===== config.mk =====
export PLATFORM = sky130hd
export DESIGN_NAME = emb_core
export DESIGN_NICKNAME = d
export VERILOG_FILES = /design/src/emb_pkg.sv /design/src/emb_core.sv
export SDC_FILE = /design/constraint.sdc
export NUM_CORES = 1
export LEC_CHECK = 0
export BUFFER_PORTS_ARGS = -buffer_cell sky130_fd_sc_hd__buf_2
export CORE_AREA = 2 2 153 155
export CTS_BUF_LIST = sky130_fd_sc_hd__clkbuf_8
export DETAILED_ROUTE_END_ITERATION = 8
export DIE_AREA = 0 0 155 157
export PLACE_DENSITY = 0.73
export SLEW_MARGIN = 20
export SYNTH_ARGS = -nofsm -noshare
export SYNTH_HDL_FRONTEND = slang
export SYNTH_SLANG_ARGS = --single-unit

===== constraint.sdc =====
create_clock -name i_clk -period 6.1 [get_ports i_clk]
set_clock_uncertainty 0.05 [all_clocks]
set_input_delay 0.61 -clock i_clk [delete_from_list [all_inputs] [get_ports i_clk]]
set_output_delay 0.61 -clock i_clk [all_outputs]
set_load 0.005 [all_outputs]

===== src/emb_pkg.sv =====
// emb_pkg: constants for the external memory bus pin block.
// assumes a single 40 MHz clock domain.
package emb_pkg;
  localparam int unsigned CLK_HZ           = 40000000;
  // register byte addresses on the apb slave
  localparam logic [11:0] SYSCFG_ADDR      = 12'h000;
  localparam logic [11:0] DIR0_ADDR        = 12'h004;
  localparam logic [11:0] DIR1_ADDR        = 12'h008;
  localparam logic [11:0] DIR4_ADDR        = 12'h00C;
  localparam logic [11:0] OUT0_ADDR        = 12'h010;
  localparam logic [11:0] OUT1_ADDR        = 12'h014;
  localparam logic [11:0] OUT4_ADDR        = 12'h018;
  localparam logic [11:0] STATUS_ADDR      = 12'h01C;
  // system_config_reg fields
  localparam int unsigned CFG_BUS_EN_BIT   = 0;
  localparam int unsigned CFG_WIDE_BIT     = 1;
  localparam int unsigned CFG_MUX_BIT      = 2;
  localparam int unsigned CFG_STROBE_BIT   = 3;
  localparam int unsigned CFG_RDY_EN_BIT   = 4;
  localparam int unsigned CFG_RDY_POL_BIT  = 5;
  localparam int unsigned CFG_BIDIR_BIT    = 6;
  localparam int unsigned CFG_SEG_EN_BIT   = 7;
  localparam logic [7:0]  CFG_RESET        = 8'h00;
  localparam logic [15:0] WORD_RESET       = 16'h0000;
  // internal reset sequence length in cycles
  localparam int unsigned RST_SEQ_CYC      = 16;
  typedef enum logic [2:0] {
    EMB_IDLE  = 3'b000,
    EMB_ADDR  = 3'b001,
    EMB_STRB  = 3'b010,
    EMB_WAIT  = 3'b011,
    EMB_DONE  = 3'b100
  } emb_state_e;
endpackage


===== src/emb_core.sv =====
// emb_core: external memory bus pin sequencer with apb config registers.
// assumes pins arrive asynchronous and are synchronised here; one clock.
//
// Added by the designer: the placing of the registers and the APB interface to the registers.
`timescale 1ns/1ps
`default_nettype none
module emb_core #(
  parameter int unsigned SEG_W = 8
) (
  // clock and reset
  input  wire logic        i_clk,
  input  wire logic        i_srst,
  // apb slave
  input  wire logic        i_psel,
  input  wire logic        i_penable,
  input  wire logic        i_pwrite,
  input  wire logic [11:0] i_paddr,
  input  wire logic [31:0] i_pwdata,
  output logic      [31:0] o_prdata,
  output logic             o_pready,
  output logic             o_pslverr,
  // internal bus request
  input  wire logic        i_req,
  input  wire logic        i_req_write,
  input  wire logic        i_req_low_byte,
  input  wire logic [23:0] i_req_addr,
  input  wire logic [15:0] i_req_wdata,
  output logic             o_req_done,
  output logic      [15:0] o_req_rdata,
  output logic             o_boot_external,
  // external bus pins
  output logic             o_read_strobe_n,
  output logic             o_store_strobe_n,
  output logic             o_addr_latch,
  input  wire logic        i_ready_pin,
  input  wire logic        i_boot_source_select_n,
  input  wire logic [15:0] i_address_data_port,
  output logic      [15:0] o_address_data_port,
  output logic      [15:0] o_address_data_port_oe_n,
  output logic      [15:0] o_address_port,
  output logic      [15:0] o_address_port_oe_n,
  output logic [SEG_W-1:0] o_segment_address_port,
  output logic [SEG_W-1:0] o_segment_address_port_oe_n,
  input  wire logic        i_reset_input_n,
  output logic             o_reset_input_n,
  output logic             o_reset_input_oe_n,
  output logic             o_reset_seq
);
  if (SEG_W < 1 || SEG_W > 8) begin : g_chk
    $error("SEG_W must be 1..8");
  end

  // ready, boot and reset pin synchronisers run through reset so the boot level is settled at release; ad1_r and ad2_r clear in reset
  logic [2:0] s1_r, s2_r, s1_nxt, s2_nxt;
  logic [15:0] ad1_r, ad2_r;
  always_comb begin
    s1_nxt = {i_ready_pin, i_boot_source_select_n, i_reset_input_n};
    s2_nxt = s1_r;
  end
  always_ff @(posedge i_clk) begin
    s1_r <= s1_nxt;
    s2_r <= s2_nxt;
    if (i_srst) begin
      ad1_r <= 16'h0000;
      ad2_r <= 16'h0000;
    end else begin
      ad1_r <= i_address_data_port;
      ad2_r <= ad1_r;
    end
  end
  logic rdy_s, boot_s, rst_s;
  assign rdy_s  = s2_r[2];
  assign boot_s = s2_r[1];
  assign rst_s  = s2_r[0];

  // registers
  logic [7:0]  cfg_r, cfg_nxt;
  logic [15:0] dir0_r, dir1_r, out0_r, out1_r, dir0_nxt, dir1_nxt, out0_nxt, out1_nxt;
  logic [7:0]  dir4_r, out4_r, dir4_nxt, out4_nxt;
  logic        demux_seen_r, demux_seen_nxt;
  logic        boot_r, boot_nxt, boot_cap_r, boot_cap_nxt;
  logic        wr_en, acc;
  logic [4:0]  rcnt_r, rcnt_nxt;
  logic [1:0]  hold_r, hold_nxt;
  logic        rseq;

  assign acc   = i_psel && i_penable;
  assign wr_en = acc && i_pwrite;
  assign o_pready = 1'b1;

  always_comb begin
    cfg_nxt  = cfg_r;
    dir0_nxt = dir0_r;
    dir1_nxt = dir1_r;
    dir4_nxt = dir4_r;
    out0_nxt = out0_r;
    out1_nxt = out1_r;
    out4_nxt = out4_r;
    if (wr_en) begin
      case (i_paddr)
        emb_pkg::SYSCFG_ADDR: cfg_nxt  = i_pwdata[7:0];
        emb_pkg::DIR0_ADDR:   dir0_nxt = i_pwdata[15:0];
        emb_pkg::DIR1_ADDR:   dir1_nxt = i_pwdata[15:0];
        emb_pkg::DIR4_ADDR:   dir4_nxt = i_pwdata[7:0];
        emb_pkg::OUT0_ADDR:   out0_nxt = i_pwdata[15:0];
        emb_pkg::OUT1_ADDR:   out1_nxt = i_pwdata[15:0];
        emb_pkg::OUT4_ADDR:   out4_nxt = i_pwdata[7:0];
        default:              cfg_nxt  = cfg_r;
      endcase
    end
    // once demux used, second port keeps address role
    demux_seen_nxt = demux_seen_r
      | (cfg_r[emb_pkg::CFG_BUS_EN_BIT] & ~cfg_r[emb_pkg::CFG_MUX_BIT]);
    if (!cfg_r[emb_pkg::CFG_BUS_EN_BIT]) demux_seen_nxt = 1'b0;
    // boot level caught one cycle after release, then held
    boot_cap_nxt = 1'b1;
    boot_nxt     = boot_cap_r ? boot_r : ~boot_s;
  end

  always_comb begin
    o_pslverr = 1'b0;
    o_prdata  = 32'h0000_0000;
    if (acc && !i_pwrite) begin
      case (i_paddr)
        emb_pkg::SYSCFG_ADDR: o_prdata = {24'h000000, cfg_r};
        emb_pkg::DIR0_ADDR:   o_prdata = {16'h0000, dir0_r};
        emb_pkg::DIR1_ADDR:   o_prdata = {16'h0000, dir1_r};
        emb_pkg::DIR4_ADDR:   o_prdata = {24'h000000, dir4_r};
        emb_pkg::OUT0_ADDR:   o_prdata = {16'h0000, out0_r};
        emb_pkg::OUT1_ADDR:   o_prdata = {16'h0000, out1_r};
        emb_pkg::OUT4_ADDR:   o_prdata = {24'h000000, out4_r};
        emb_pkg::STATUS_ADDR: o_prdata = {27'h0000000, rseq, demux_seen_r, rst_s,
                                          rdy_s, boot_r};
        default:              o_pslverr = 1'b1;
      endcase
    end else if (acc) begin
      case (i_paddr)
        emb_pkg::SYSCFG_ADDR, emb_pkg::DIR0_ADDR, emb_pkg::DIR1_ADDR,
        emb_pkg::DIR4_ADDR, emb_pkg::OUT0_ADDR, emb_pkg::OUT1_ADDR,
        emb_pkg::OUT4_ADDR:   o_pslverr = 1'b0;
        default:              o_pslverr = 1'b1;
      endcase
    end
  end

  // reset sequence; hold_r masks our own pull still in the sync after it ends
  always_comb begin
    rcnt_nxt = rcnt_r;
    hold_nxt = (rcnt_r == 5'h01) ? 2'h3 : (hold_r != 2'h0) ? hold_r - 2'h1 : 2'h0;
    if (!rst_s && !rseq && hold_r == 2'h0) rcnt_nxt = 5'(emb_pkg::RST_SEQ_CYC);
    else if (rcnt_r != 5'h00) rcnt_nxt = rcnt_r - 5'h01;
  end
  assign rseq = (rcnt_r != 5'h00);

  always_ff @(posedge i_clk) begin
    if (i_srst) begin
      cfg_r        <= emb_pkg::CFG_RESET;
      dir0_r       <= emb_pkg::WORD_RESET;
      dir1_r       <= emb_pkg::WORD_RESET;
      dir4_r       <= 8'h00;
      out0_r       <= emb_pkg::WORD_RESET;
      out1_r       <= emb_pkg::WORD_RESET;
      out4_r       <= 8'h00;
      demux_seen_r <= 1'b0;
      boot_r       <= 1'b0;
      boot_cap_r   <= 1'b0;
      rcnt_r       <= 5'h00;
      hold_r       <= 2'h0;
    end else begin
      cfg_r        <= rseq ? emb_pkg::CFG_RESET : cfg_nxt;
      dir0_r       <= dir0_nxt;
      dir1_r       <= dir1_nxt;
      dir4_r       <= dir4_nxt;
      out0_r       <= out0_nxt;
      out1_r       <= out1_nxt;
      out4_r       <= out4_nxt;
      demux_seen_r <= demux_seen_nxt;
      boot_r       <= boot_nxt;
      boot_cap_r   <= boot_cap_nxt;
      rcnt_r       <= rcnt_nxt;
      hold_r       <= hold_nxt;
    end
  end
  assign o_boot_external = boot_r;
  assign o_reset_seq     = rseq;
  // bidir bit kept through sequence via latched copy
  logic bidir_r;
  always_ff @(posedge i_clk) begin
    if (i_srst) bidir_r <= 1'b0;
    else if (!rseq) bidir_r <= cfg_r[emb_pkg::CFG_BIDIR_BIT];
  end
  assign o_reset_input_n    = 1'b0;
  assign o_reset_input_oe_n = ~(bidir_r & rseq);

  // bus sequencer
  emb_pkg::emb_state_e st_r, st_nxt;
  logic [23:0] addr_r, addr_nxt;
  logic [15:0] wd_r, wd_nxt, rd_r, rd_nxt;
  logic        wr_r, wr_nxt, lb_r, lb_nxt, done_r, done_nxt;
  logic        bus_en, mux, wide, rdy_ok;
  assign bus_en = cfg_r[emb_pkg::CFG_BUS_EN_BIT];
  assign mux    = cfg_r[emb_pkg::CFG_MUX_BIT];
  assign wide   = cfg_r[emb_pkg::CFG_WIDE_BIT];
  assign rdy_ok = !cfg_r[emb_pkg::CFG_RDY_EN_BIT]
                || (rdy_s == cfg_r[emb_pkg::CFG_RDY_POL_BIT]);

  always_comb begin
    st_nxt   = st_r;
    addr_nxt = addr_r;
    wd_nxt   = wd_r;
    rd_nxt   = rd_r;
    wr_nxt   = wr_r;
    lb_nxt   = lb_r;
    done_nxt = 1'b0;
    case (st_r)
      emb_pkg::EMB_IDLE: if (i_req && bus_en && !rseq) begin
        addr_nxt = i_req_addr;
        wd_nxt   = i_req_wdata;
        wr_nxt   = i_req_write;
        lb_nxt   = i_req_low_byte;
        st_nxt   = emb_pkg::EMB_ADDR;
      end
      emb_pkg::EMB_ADDR: st_nxt = emb_pkg::EMB_STRB;
      emb_pkg::EMB_STRB: st_nxt = emb_pkg::EMB_WAIT;
      emb_pkg::EMB_WAIT: if (rdy_ok) st_nxt = emb_pkg::EMB_DONE;
      emb_pkg::EMB_DONE: begin
        rd_nxt   = wide ? ad2_r : {8'h00, ad2_r[7:0]};
        done_nxt = 1'b1;
        st_nxt   = emb_pkg::EMB_IDLE;
      end
      default:           st_nxt = emb_pkg::EMB_IDLE;
    endcase
  end
  always_ff @(posedge i_clk) begin
    if (i_srst) begin
      st_r   <= emb_pkg::EMB_IDLE;
      addr_r <= 24'h000000;
      wd_r   <= 16'h0000;
      rd_r   <= 16'h0000;
      wr_r   <= 1'b0;
      lb_r   <= 1'b0;
      done_r <= 1'b0;
    end else begin
      st_r   <= st_nxt;
      addr_r <= addr_nxt;
      wd_r   <= wd_nxt;
      rd_r   <= rd_nxt;
      wr_r   <= wr_nxt;
      lb_r   <= lb_nxt;
      done_r <= done_nxt;
    end
  end
  assign o_req_done  = done_r;
  assign o_req_rdata = rd_r;

  logic strobing, strobe_store;
  assign strobing = (st_r == emb_pkg::EMB_STRB) || (st_r == emb_pkg::EMB_WAIT);
  assign strobe_store = !cfg_r[emb_pkg::CFG_STROBE_BIT] || !wide || lb_r;
  assign o_read_strobe_n  = ~(strobing && !wr_r);
  assign o_store_strobe_n = ~(strobing && wr_r && strobe_store);
  assign o_addr_latch     = (st_r == emb_pkg::EMB_ADDR) && mux;

  // port muxing
  always_comb begin
    if (bus_en) begin
      if (mux && strobing && !wr_r) begin
        o_address_data_port      = addr_r[15:0];
        o_address_data_port_oe_n = 16'hFFFF;
      end else if (mux && !strobing) begin
        o_address_data_port      = addr_r[15:0];
        o_address_data_port_oe_n = 16'h0000;
      end else begin
        o_address_data_port      = wd_r;
        o_address_data_port_oe_n = (strobing && wr_r) ? 16'h0000 : 16'hFFFF;
      end
    end else begin
      o_address_data_port      = out0_r;
      o_address_data_port_oe_n = ~dir0_r;
    end
    if (bus_en && (!mux || demux_seen_r)) begin
      o_address_port      = addr_r[15:0];
      o_address_port_oe_n = 16'h0000;
    end else begin
      o_address_port      = out1_r;
      o_address_port_oe_n = ~dir1_r;
    end
  end

  for (genvar g = 0; g < SEG_W; g++) begin : g_seg
    logic seg_bus;
    assign seg_bus = bus_en && cfg_r[emb_pkg::CFG_SEG_EN_BIT];
    assign o_segment_address_port[g]      = seg_bus ? addr_r[16+g] : out4_r[g];
    assign o_segment_address_port_oe_n[g] = seg_bus ? 1'b0 : ~dir4_r[g];
  end
endmodule // emb_core
`default_nettype wire


Yosys cells after proc, flatten, opt, wreduce, memory -nomap -nowiden
Cells that the tools add are included.
Widths: inputs -> output; s select.
- multiplexer cells: 41
- reductions and logical operators: 50
- eq/ne operators: 15
- bitwise logic cells: 19
- $add $sub $neg: 2
- operators with widths (cell ; number):
    $mux 16 ; 11
    $pmux 16 s8 ; 1
    $eq 12x5->1 const B ; 4
    $not 16->16 ; 2
    $eq 12x4->1 const B ; 2
    $mux 1 ; 22
    $reduce_and 2->1 ; 9
    $logic_and 1x1->1 ; 16
    $not 1->1 ; 14
    $eq 12x3->1 const B ; 1
    $logic_not 12->1 ; 1
    $pmux 3 s4 ; 1
    $mux 5 ; 2
    $logic_not 1->1 ; 9
    $reduce_or 8->1 ; 1
    $reduce_or 7->1 ; 1
    $eq 3x2->1 const B ; 2
    $mux 3 ; 2
    $reduce_or 2->1 ; 3
    $eq 5x1->1 const B ; 1
    $logic_or 1x1->1 ; 5
    $reduce_bool 5->1 ; 1
    $sub 5x1->5 const B ; 1
    $mux 2 ; 2
    other kinds (10) ; 13
- input bits: 111
- logic and storage cells: 152
- register bits after elaboration: 199
- output and inout bits: 138

Longest topological paths before layout
Gate-level depths: netlist of run 1.
- depth in word-level cells: 7
- depth in mapped cells: 8
- depth with buffers taken out: 6

Least setup slack after synthesis of run 1
No wires, ideal clock.
- path type: input to output
- from: in i_paddr[1]
- to: out o_prdata[10]
- setup slack: 3.370 ns
- path buffers: 1
- cell stages on the path: 5
- arrival: 2.070 ns
- data required time: 5.440 ns
- cell sequence: or4_4 -> buf_6 -> nor4_1 -> a22oi_1 -> a21oi_1
- cells in the longest elaborated chain, start to end: 3
- elaborated cells on any way between the ends: 10
- those cells by class: eq/ne: 7; mux: 2; reduce/logical: 1
- RTL lines (item ; RTL line ; source):
    from (decl) ; emb_core.sv:17 ; input wire logic [11:0] i_paddr,
    $eq 12x5->1 (tied with other cells) ; emb_core.sv:124 ; case (i_paddr)
    $pmux 16 s8 (*) ; emb_core.sv:124 ;
    $mux 16 (*) ; emb_core.sv:123 ; if (acc && !i_pwrite) begin
    to (decl) ; emb_core.sv:19 ; output logic [31:0] o_prdata,
Mark *: on every way between the ends. The rest lies on a longest branch, timed or not.

Final worst setup path of run 1
- from: in i_paddr[4]
- to: out o_prdata[15]
The elaborated chain is that of the path after synthesis.

==> key figures, run 1 <==
Status
  – Status: completed

Floorplan
  – Cell Rows: 55
  – I/O Pins: 249
  – Die ar.: 24340 um2
  – Starting Density: 39.57%
  – Die Height: 157 um
  – Die width: 155 um
  – Core ar.: 22500 um2

Setup path
  – Worst R2R Path Depth: 5
  – Crit path cell chain: buf_2, nor4_2, and4_1, a22oi_1, a21oi_1, buf_2
  – Kind of critical path: in2out
  – CP most frequent cell: buf_2
  – Worst path bufs/invs: 2
  – WP data arrival: 3.06 ns
  – Reg-to-Reg Start: cfg_r[0]
  – Worst Path Required: 5.44 ns
  – CP peak stage delay: 0.84 ns
  – Crit end category: primary output
  – CP Launch Type: input port
  – Critical path's top delay family: simple AND/OR/NAND/NOR gates
  – Reg2Reg Setup Slack: 3.59 ns
  – Critical R2R Capture: addr_r[16]
  – Critical path peak fanout: 37
  – Slowest cell on crit path: nor4_2

Routing
  – DRC Markers: 0
  – Routed WL: 26660 um
  – Via Count: 8046
  – Post-DR vias/cell: 5.249
  – Detail Route Antenna Nets: 0
  – Initial DRC Count: 717
  – First-pass DRT Iterations: 5
  – DR WL/cell: 17.39 um

Timing
  – RSZ-0062 raised after global routing: no
  – Final setup viols: 0
  – Hold_ws: 0.1846 ns
  – Worst-margin pin slew: 1.075 ns
  – Endpoints failing hold: 0
  – Final min period: 3.717 ns
  – Final worst path period share: 60.94%
  – Slew headroom: 27.67%
  – Max-slew violations: 0
  – Setup TNS: 0 ns
  – Max frequency: 269.0 MHz

Synthesis
  – Mean post-synth cell area: 8.338 um2
  – Dominant cell type by area after synthesis: dfxtp_1
  – Mapped Cells: 1068
  – Synth Cell Area: 8905 um2
  – Count leader, synth: nand2_1
  – Distinct cells, synth: 56
  – Top-area cell type share of the netlist area: 44.74%
  – Share of synthesized registers carrying an async set or reset: 0%
  – Synth top area cells: dfxtp_1 45%, mux2i_1 13%, nand2_1 12%
  – Ys Warns: 0
  – Top_reg_cell synth: dfxtp_1
  – Sequential-to-total area share from yosys stat: 44.74%
  – List of most frequent post-synthesis cells: 291 x nand2_1, 199 x dfxtp_1, 113 x mux2i_1
  – Post-synth EDFFs: 0
  – Flops & latches, synth: 199

Clock tree
  – # hold bufs at CTS: 0
  – Clock sink total: 199
  – Post-CTS setup buffer count: 0
  – Resized cells post-CTS: 0
  – CTS tree: yes
  – Max clock buf depth: 2
  – Root Buffer: clkbuf_8
  – CTS buffer count: 17
  – Htree depth: 4
  – Skew-Pair Late Insertion Delay: 0.47 ns
  – Clk slew on worst S/H paths: 0.11 ns

Worst hold path
  – Worst min path class: in2reg
  – Hold Crit Depth: 1
  – Hold Path Sink: s1_r[0]
  – Min-delay src: i_reset_input_n

Pwr
  – Leak pwr: 4.636 nW
  – VDD IR max: 0.1236 mV
  – Power Dens Cells: 234.7 nW/um2
  – Total chip power: 2.440 mW

Place
  – DP HPWL: 19040 um
  – RD Place Congestion: 0.8680
  – IO Port Bufs: 214

Cells and area
  – Layout cells sized above 1: 22.19%
  – FILL cells: 2265
  – Fin nets: 1345
  – P&R area growth vs syn: 16.73%

Job
  – Maxcap violations: 0

Global routing
  – Antenna violations before repair: 6
  – Total track usage: 21.43%
  – Remaining global-route overflow: 0
  – Number of global-route vias before repair: 7357
  – Largest net degree at the start of global routing: 77
  – First-pass GRT wire length: 40540 um
==> layer usage <==
metal | wire length, um | global-route usage (%) | up-vias
li1 | - | - | 3886
met1 | 10840 | 27.37 | 3720
met2 | 12730 | 35.34 | 384
met3 | 2324 | 5.204 | 52
met4 | 733 | 7.760 | 4
met5 | 26 | 0 | -
==> worst max-delay path by stage <==
stage | startpoint | depth (start not counted) | endpoint
CTS | i_paddr[4] | 6 | o_prdata[7]
finish | i_paddr[4] | 6 | o_prdata[15]
global route | i_paddr[4] | 6 | o_prdata[15]
detailed placement | i_paddr[4] | 6 | o_prdata[7]
floorplan | i_paddr[1] | 5 | o_prdata[10]
global placement | i_paddr[4] | 6 | o_prdata[7]
==> per-stage QoR <==
stage | instance area, um2 | worst slack, ns | utilization (%) | cells
final | 10400 | 2.383 | 46.19 | 1533
after global routing | 10390 | 2.317 | 46.17 | 1531
after CTS | 10380 | 2.502 | 46.13 | 1529
after detailed placement | 9968 | 2.504 | 44.30 | 1497
after global placement | 9968 | 2.536 | 44.30 | 1497
after floorplan | 8965 | 3.370 | - | 1084
==> power by group <==
group	internal (mW)	switching [mW]	leakage, nW	total [mW]
combinational	0.0937	0.139	2.82	0.232
clock	0.317	0.544	0.207	0.861
sequential	1.33	0.0186	1.61	1.35
==> layout by cell type, fill, tap and decap left out, types with 5 or more instances in the layout <==
master      n
o21ai_0    35
nor3_1     10
and4_1      7
mux2i_1   113
or3_1       6
nand2_1   291
and3_1      7
dfxtp_1   198
nand3b_1    6
clkbuf_8   17
a21oi_1   100
mux4_2      5
nand3_1    21
nand2b_1    6
buf_2     213
buf_4       8
nor2b_1    36
inv_1       6
conb_1     18
nor2_1     63
a22oi_1     7
==> flip-flops by register name, indices dropped and copies added, names as in the netlist <==
| register | flops |
|---|---|
| o_req_rdata | 16 |
| s1_r | 3 |
| boot_cap_r | 1 |
| addr_r | 24 |
| dir0_r | 16 |
| rcnt_r | 5 |
| wr_r | 1 |
| demux_seen_r | 1 |
| lb_r | 1 |
| hold_r | 2 |
| out0_r | 16 |
| wd_r | 16 |
| cfg_r | 8 |
| bidir_r | 1 |
| ad1_r | 16 |
| ad2_r | 16 |
| dir4_r | 8 |
| st_r | 3 |
| o_boot_external | 1 |
| o_req_done | 1 |
| out1_r | 16 |
| out4_r | 8 |
| s2_r | 3 |
| dir1_r | 16 |
==> worst reg2reg max path, cell delays in order, from the launching register on <==
cell,delay (ns)
dfxtp_2,0.51
buf_4,0.51
and4_1,0.59
buf_4,0.40
nand2_1,0.23
a21oi_1,0.16
==> cell type report <==
type	instances	area [um2]	area share [%]
tap	285	356.6	3.430
inverter	7	26.28	0.2528
clock inverter	15	178.9	1.721
multi-input combinational	785	4478	43.08
clock buffer	17	234.0	2.251
antenna	4	10.01	0.09629
sequential	199	3985	38.34
timing repair buffer	221	1126	10.83
==> logic make-up (layout without fill, tap and decap cells) <==
kind of cell               after synthesis  count (layout)  share of synthesized area, %
other                                    2              22                       0.08434
adders and majority gates                3               3                        0.4216
AOI/OAI and AO/OA                      160             160                         9.653
buffers and inverters                  100             260                         5.691
muxes                                  122             122                         14.47
and+or+nand+nor                        479             479                         24.65
DFF                                    199             199                         44.74
xor gates and xnor gates                 3               3                        0.2951
Note: power is estimated with default switching activity, not from simulation.
==> run 2, diff against run 1 <==
PLACE_DENSITY = 0.75   (was 0.73)
clock period = 3.2 ns   (was 6.1 ns; I/O delays follow)
==> key figures, run 2 (synthesized netlist as in run 1, its figures left out) <==
Floorplan
  – Core ar.: 22500 um2 (unchanged)
  – I/O Pins: 249 (unchanged)
  – Die ar.: 24340 um2 (unchanged)
  – Starting Density: 39.57% (unchanged)
  – Cell Rows: 55 (unchanged)
  – Die width: 155 um (unchanged)
  – Die Height: 157 um (unchanged)

Timing
  – Max frequency: 357.8 MHz
  – Slew headroom: 40.17% (+13 points)
  – Setup TNS: 0 ns (unchanged)
  – Hold_ws: 0.02698 ns (-0.1576 ns)
  – Final min period: 2.795 ns
  – Endpoints failing hold: 0 (unchanged)
  – Worst-margin pin slew: 0.8905 ns (-0.1845 ns)
  – Final worst path period share: 87.34%
  – Final worst slack: 0.4052 ns (-1.978 ns)
  – RSZ-0062 raised after global routing: no
  – Final setup viols: 0 (unchanged)
  – Max-slew violations: 0 (unchanged)

Pwr
  – Total chip power: 4.700 mW (+93%)
  – VDD IR max: 0.2981 mV (+140%)
  – Leak pwr: 4.789 nW (+3.3%)
  – Power Dens Cells: 439.5 nW/um2 (+87%)

Clock tree
  – CTS buffer count: 17 (unchanged)
  – Skew-Pair Late Insertion Delay: 0.47 ns (about the same)
  – Root Buffer: clkbuf_8
  – Clk slew on worst S/H paths: 0.12 ns (about the same)
  – CTS tree: yes
  – Max clock buf depth: 2 (unchanged)
  – Clock sink total: 199 (unchanged)
  – Htree depth: 4 (unchanged)
  – Post-CTS setup buffer count: 0 (unchanged)

Cells and area
  – Most frequent cells in the layout: 291 x nand2_1, 213 x buf_2, 198 x dfxtp_1
  – P&R area growth vs syn: 20.09%
  – Largest register FFs: 24 (unchanged)
  – Fin nets: 1378 (+2.5%)
  – Layout cells sized above 1: 22.79% (+0.60 points)
  – FILL cells: 2178 (-3.8%)
  – Register area: 3985 um2 (unchanged)
  – Biggest register: addr_r
  – Commonest non-fill, non-tap cell in the layout: nand2_1
  – Multi-input gate area: 4474 um2 (about the same)
  – Design area: 10690 um2 (+2.9%)

Setup path
  – Critical path peak fanout: 16 (-57%)
  – CP Launch Type: input port
  – WP data arrival: 2.42 ns (-0.64 ns)
  – Kind of critical path: in2out
  – Worst R2R Path Depth: 8 (+3)
  – Slowest cell on crit path: or3_1
  – Reg2Reg Setup Slack: 1.02 ns (-2.57 ns)
  – CP most frequent cell: buf_2
  – Worst Path Required: 2.83 ns (-2.61 ns)
  – Crit path cell chain: buf_2, nor4_1, nand3_2, or3_1, a211oi_1, buf_2
  – Reg-to-Reg Start: rcnt_r[0]
  – CP peak stage delay: 0.69 ns (-0.15 ns)
  – Critical R2R Capture: addr_r[16]
  – Crit end category: primary output

Routing
  – First-pass DRT Iterations: 6 (+1)
  – Routed WL: 27190 um (+2.0%)
  – Via Count: 8106 (+0.75%)
  – DR WL/cell: 17.39 um (about the same)
  – Detail Route Antenna Nets: 0 (unchanged)
  – Post-DR vias/cell: 5.183 (-1.3%)
  – DRC Markers: 0 (unchanged)
  – Initial DRC Count: 729 (+1.7%)

Global routing
  – Antenna violations before repair: 4 (-2)
  – First-pass GRT wire length: 41210 um (+1.7%)
  – Largest net degree at the start of global routing: 104 (+35%)
  – Remaining global-route overflow: 0 (unchanged)
  – Number of global-route vias before repair: 7606 (+3.4%)
  – Total track usage: 21.79% (+0.36 points)

Worst hold path
  – Worst min path class: in2reg
  – Hold Crit Depth: 3 (+2)
  – Min-delay src: i_req_addr[4]
  – Hold Path Sink: addr_r[4]

Place
  – Placed Area: 10090 um2 (+1.3%)
  – RD Place Congestion: 0.9076 (+4.6%)
  – DP HPWL: 19600 um (+2.9%)
  – IO Port Bufs: 214 (unchanged)
  – DP Worst Slack: 0.4849 ns (-2.019 ns)

Job
  – Maxcap violations: 0 (unchanged)

Status
  – Status: completed
==> run 2: cell count changes in the layout (fill, tap and decap cells not counted) <==
cell / previous run / this run
buf_16: 0 / 1
inv_8: 4 / 8
clkinvlp_4: 0 / 2
o21ai_2: 1 / 0
diode_2: 4 / 2
dlygate4sd3_1: 0 / 17
o21ai_1: 0 / 1
inv_6: 2 / 3
buf_4: 8 / 22
clkinv_8: 4 / 1
clkinv_4: 4 / 0
buf_12: 0 / 1
==> run 2: critical path, delay by kind of cell <==
family,cells,cell delay (ns)
AND/OR/NAND/NOR,3,1.43
AO/OA/AOI/OAI,1,0.39
buffers and inverters,2,0.29
==> run 2: layer usage <==
| layer | vias up | GRT usage [%] | routed length (um) |
|---|---|---|---|
| li1 | 3946 | - | - |
| met3 | 54 | 5.259 | 2151 |
| met5 | - | 0 | 13 |
| met1 | 3758 | 26.77 | 11180 |
| met4 | 2 | 7.584 | 784 |
| met2 | 346 | 37.40 | 13070 |
==> run 2: final cells by class <==
class / instances / area share (%)
Inverter: 7 / 0.2457
Clock buffer: 17 / 2.188
Sequential cell: 199 / 37.26
Multi-Input combinational cell: 785 / 41.84
Tap cell: 285 / 3.335
Timing Repair Buffer: 254 / 13.55
Antenna cell: 2 / 0.04680
Clock inverter: 15 / 1.533
==> run 2: what timing repair did <==
item / 4_1_cts / 5_1_grt
resized for setup: 0 / 0
hold buffers: 17 / 0
endpoints found under the hold margin: 17 / 0
==> run 2: how the worst max path moves through the flow <==
stage,startpoint,end,slack [ns],depth (start not counted)
floorplan,i_paddr[1],o_prdata[10],1.05,5
global placement,i_paddr[1],o_prdata[0],0.52,6
detailed placement,i_paddr[1],o_prdata[0],0.48,6
CTS,i_paddr[1],o_prdata[0],0.47,6
global route,i_paddr[1],o_prdata[0],0.30,6
finish,i_paddr[1],o_prdata[0],0.41,6
==> run 2: power by group <==
part | leakage [nW] | internal [mW] | switching, mW
clock | 0.199 | 0.604 | 1.04
sequential | 1.61 | 2.53 | 0.0365
combinational | 2.98 | 0.203 | 0.280
total | 4.79 | 3.34 | 1.36
==> run 2: metrics by stage <==
stage	utilization, %	std cells
after CTS	47.38	1561
after detailed placement	44.85	1512
final	47.52	1564
after global routing	47.50	1562
after floorplan	-	1084
after global placement	44.85	1512
==> run 3, diff against run 2 <==
PLACE_DENSITY = 0.73   (was 0.75)
clock period = 3 ns   (was 3.2 ns; I/O delays follow)
==> key figures, run 3 (synthesized netlist as in run 1, its figures left out) <==
Status
  – Status: completed

Timing
  – Max-slew violations: 0 (unchanged)
  – RSZ-0062 raised after global routing: no
  – Final setup viols: 0 (unchanged)
  – Worst-margin pin slew: 0.8848 ns (-0.005728 ns)
  – Hold_ws: 0.01906 ns (-0.007924 ns)
  – Max frequency: 385.6 MHz
  – Final min period: 2.593 ns
  – Setup TNS: 0 ns (unchanged)
  – Slew headroom: 40.56% (+0.38 points)
  – Final worst path period share: 86.44%
  – Endpoints failing hold: 0 (unchanged)

Floorplan
  – I/O Pins: 249 (unchanged)
  – Die width: 155 um (unchanged)
  – Die ar.: 24340 um2 (unchanged)
  – Die Height: 157 um (unchanged)
  – Cell Rows: 55 (unchanged)
  – Core ar.: 22500 um2 (unchanged)
  – Starting Density: 39.57% (unchanged)

Clock tree
  – Clock sink total: 199 (unchanged)
  – Resized cells post-CTS: 0 (unchanged)
  – Clk slew on worst S/H paths: 0.11 ns (about the same)
  – Max clock buf depth: 2 (unchanged)
  – Skew-Pair Late Insertion Delay: 0.48 ns (about the same)
  – Htree depth: 4 (unchanged)
  – CTS buffer count: 17 (unchanged)
  – Root Buffer: clkbuf_8
  – CTS tree: yes

Global routing
  – Remaining global-route overflow: 0 (unchanged)
  – First-pass GRT wire length: 41530 um (+0.77%)
  – Largest net degree at the start of global routing: 95 (-8.7%)
  – Total track usage: 22.03% (+0.24 points)
  – Number of global-route vias before repair: 7675 (+0.91%)
  – Antenna violations before repair: 5 (+1)

Place
  – RD Place Congestion: 0.8926 (-1.7%)
  – DP HPWL: 19560 um (-0.18%)
  – IO Port Bufs: 214 (unchanged)
  – # placed instances: 1513 (+0.066%)

Setup path
  – Slowest cell on crit path: or3_1
  – CP Launch Type: input port
  – Reg-to-Reg Start: rcnt_r[0]
  – Worst path bufs/invs: 2 (unchanged)
  – Critical path's top delay family: simple AND/OR/NAND/NOR gates
  – Crit path cell chain: buf_2, nor4_1, nand3_2, or3_1, a31oi_1, buf_2
  – WP data arrival: 2.24 ns (-0.18 ns)
  – Crit. Startpoint: i_paddr[1]
  – CP peak stage delay: 0.67 ns (-0.02 ns)
  – CP most frequent cell: buf_2
  – Critical path peak fanout: 16 (unchanged)
  – Crit end category: primary output
  – Worst Path Required: 2.65 ns (-0.18 ns)
  – Kind of critical path: in2out

Routing
  – Via Count: 8205 (+1.2%)
  – Detail Route Antenna Nets: 0 (unchanged)
  – Post-DR vias/cell: 5.144 (-0.75%)
  – First-pass DRT Iterations: 6 (unchanged)
  – DRC Markers: 0 (unchanged)
  – Initial DRC Count: 581 (-20%)
  – Routed WL: 27730 um (+2.0%)
  – DR WL/cell: 17.38 um (about the same)

Job
  – Maxcap violations: 0 (unchanged)

Worst hold path
  – Min-delay src: i_req_addr[17]
  – Worst min path class: in2reg

Pwr
  – Leak pwr: 4.905 nW (+2.4%)
  – VDD IR max: 0.2692 mV (-9.7%)
  – Power Dens Cells: 459.6 nW/um2 (+4.6%)

Cells and area
  – P&R area growth vs syn: 23.56%
  – Commonest non-fill, non-tap cell in the layout: nand2_1
  – Biggest register: addr_r
  – Post-route insts no fill: 1595 (+2.0%)
  – Final core utilization: 48.90% (+1.4 points)
  – Layout cells sized above 1: 22.38% (-0.41 points)
  – Most frequent cells in the layout: 291 x nand2_1, 213 x buf_2, 198 x dfxtp_1
  – Fin nets: 1406 (+2.0%)
  – FILL cells: 2182 (+0.18%)
  – Largest register FFs: 24 (unchanged)
run 3: metrics by stage:
step / instance area [um2] / setup slack [ns] / power (mW)
after floorplan: 8965 / 0.8898 / 3.117
after global placement: 10130 / 0.4694 / 3.281
after detailed placement: 10130 / 0.4630 / 3.299
after CTS: 10990 / 0.2460 / 5.088
after global routing: 11000 / 0.3259 / 5.261
final: 11000 / 0.4067 / 5.056
run 3: timing repair:
item / in CTS / in global routing
buffers inserted: 0 / 0
hold buffers: 45 / 0
hold endpoints to repair: 45 / 0
run 3: report_power, final:
part / total, mW / internal [mW] / switching [mW]
combinational: 0.551 / 0.248 / 0.304
clock: 1.77 / 0.647 / 1.12
sequential: 2.74 / 2.70 / 0.0387
run 3: routing by layer:
metal | vias to the layer above | GRT usage [%] | routed length [um]
met5 | - | 0 | 7
met4 | 2 | 8.201 | 689
met3 | 39 | 4.791 | 1804
met2 | 311 | 37.67 | 13540
met1 | 3842 | 27.32 | 11690
li1 | 4011 | - | -
run 3: layout make-up:
| cell class | count | area (um2) | share of cell area [%] |
|---|---|---|---|
| repair buffers | 282 | 1734 | 15.76 |
| diodes | 5 | 12.51 | 0.1137 |
| multi-input cells | 785 | 4478 | 40.70 |
| inverters | 7 | 26.28 | 0.2388 |
| well taps | 285 | 356.6 | 3.241 |
| clock buffers | 17 | 234.0 | 2.126 |
| clock inverters | 15 | 176.4 | 1.603 |
| flip-flops and latches | 199 | 3985 | 36.22 |
run 3: worst min-delay path, stage by stage:
cell	delay [ns]
buf_2	0.10
nand2_1	0.05
a21oi_1	0.05
run 3: final timing paths:
kind | end | slack (ns) | depth (start not counted)
min | addr_r[17] | 0.02 | 3
max reg2reg | addr_r[16] | 0.83 | 8
max | o_prdata[7] | 0.41 | 6
min reg2reg | s2_r[2] | 0.29 | 0
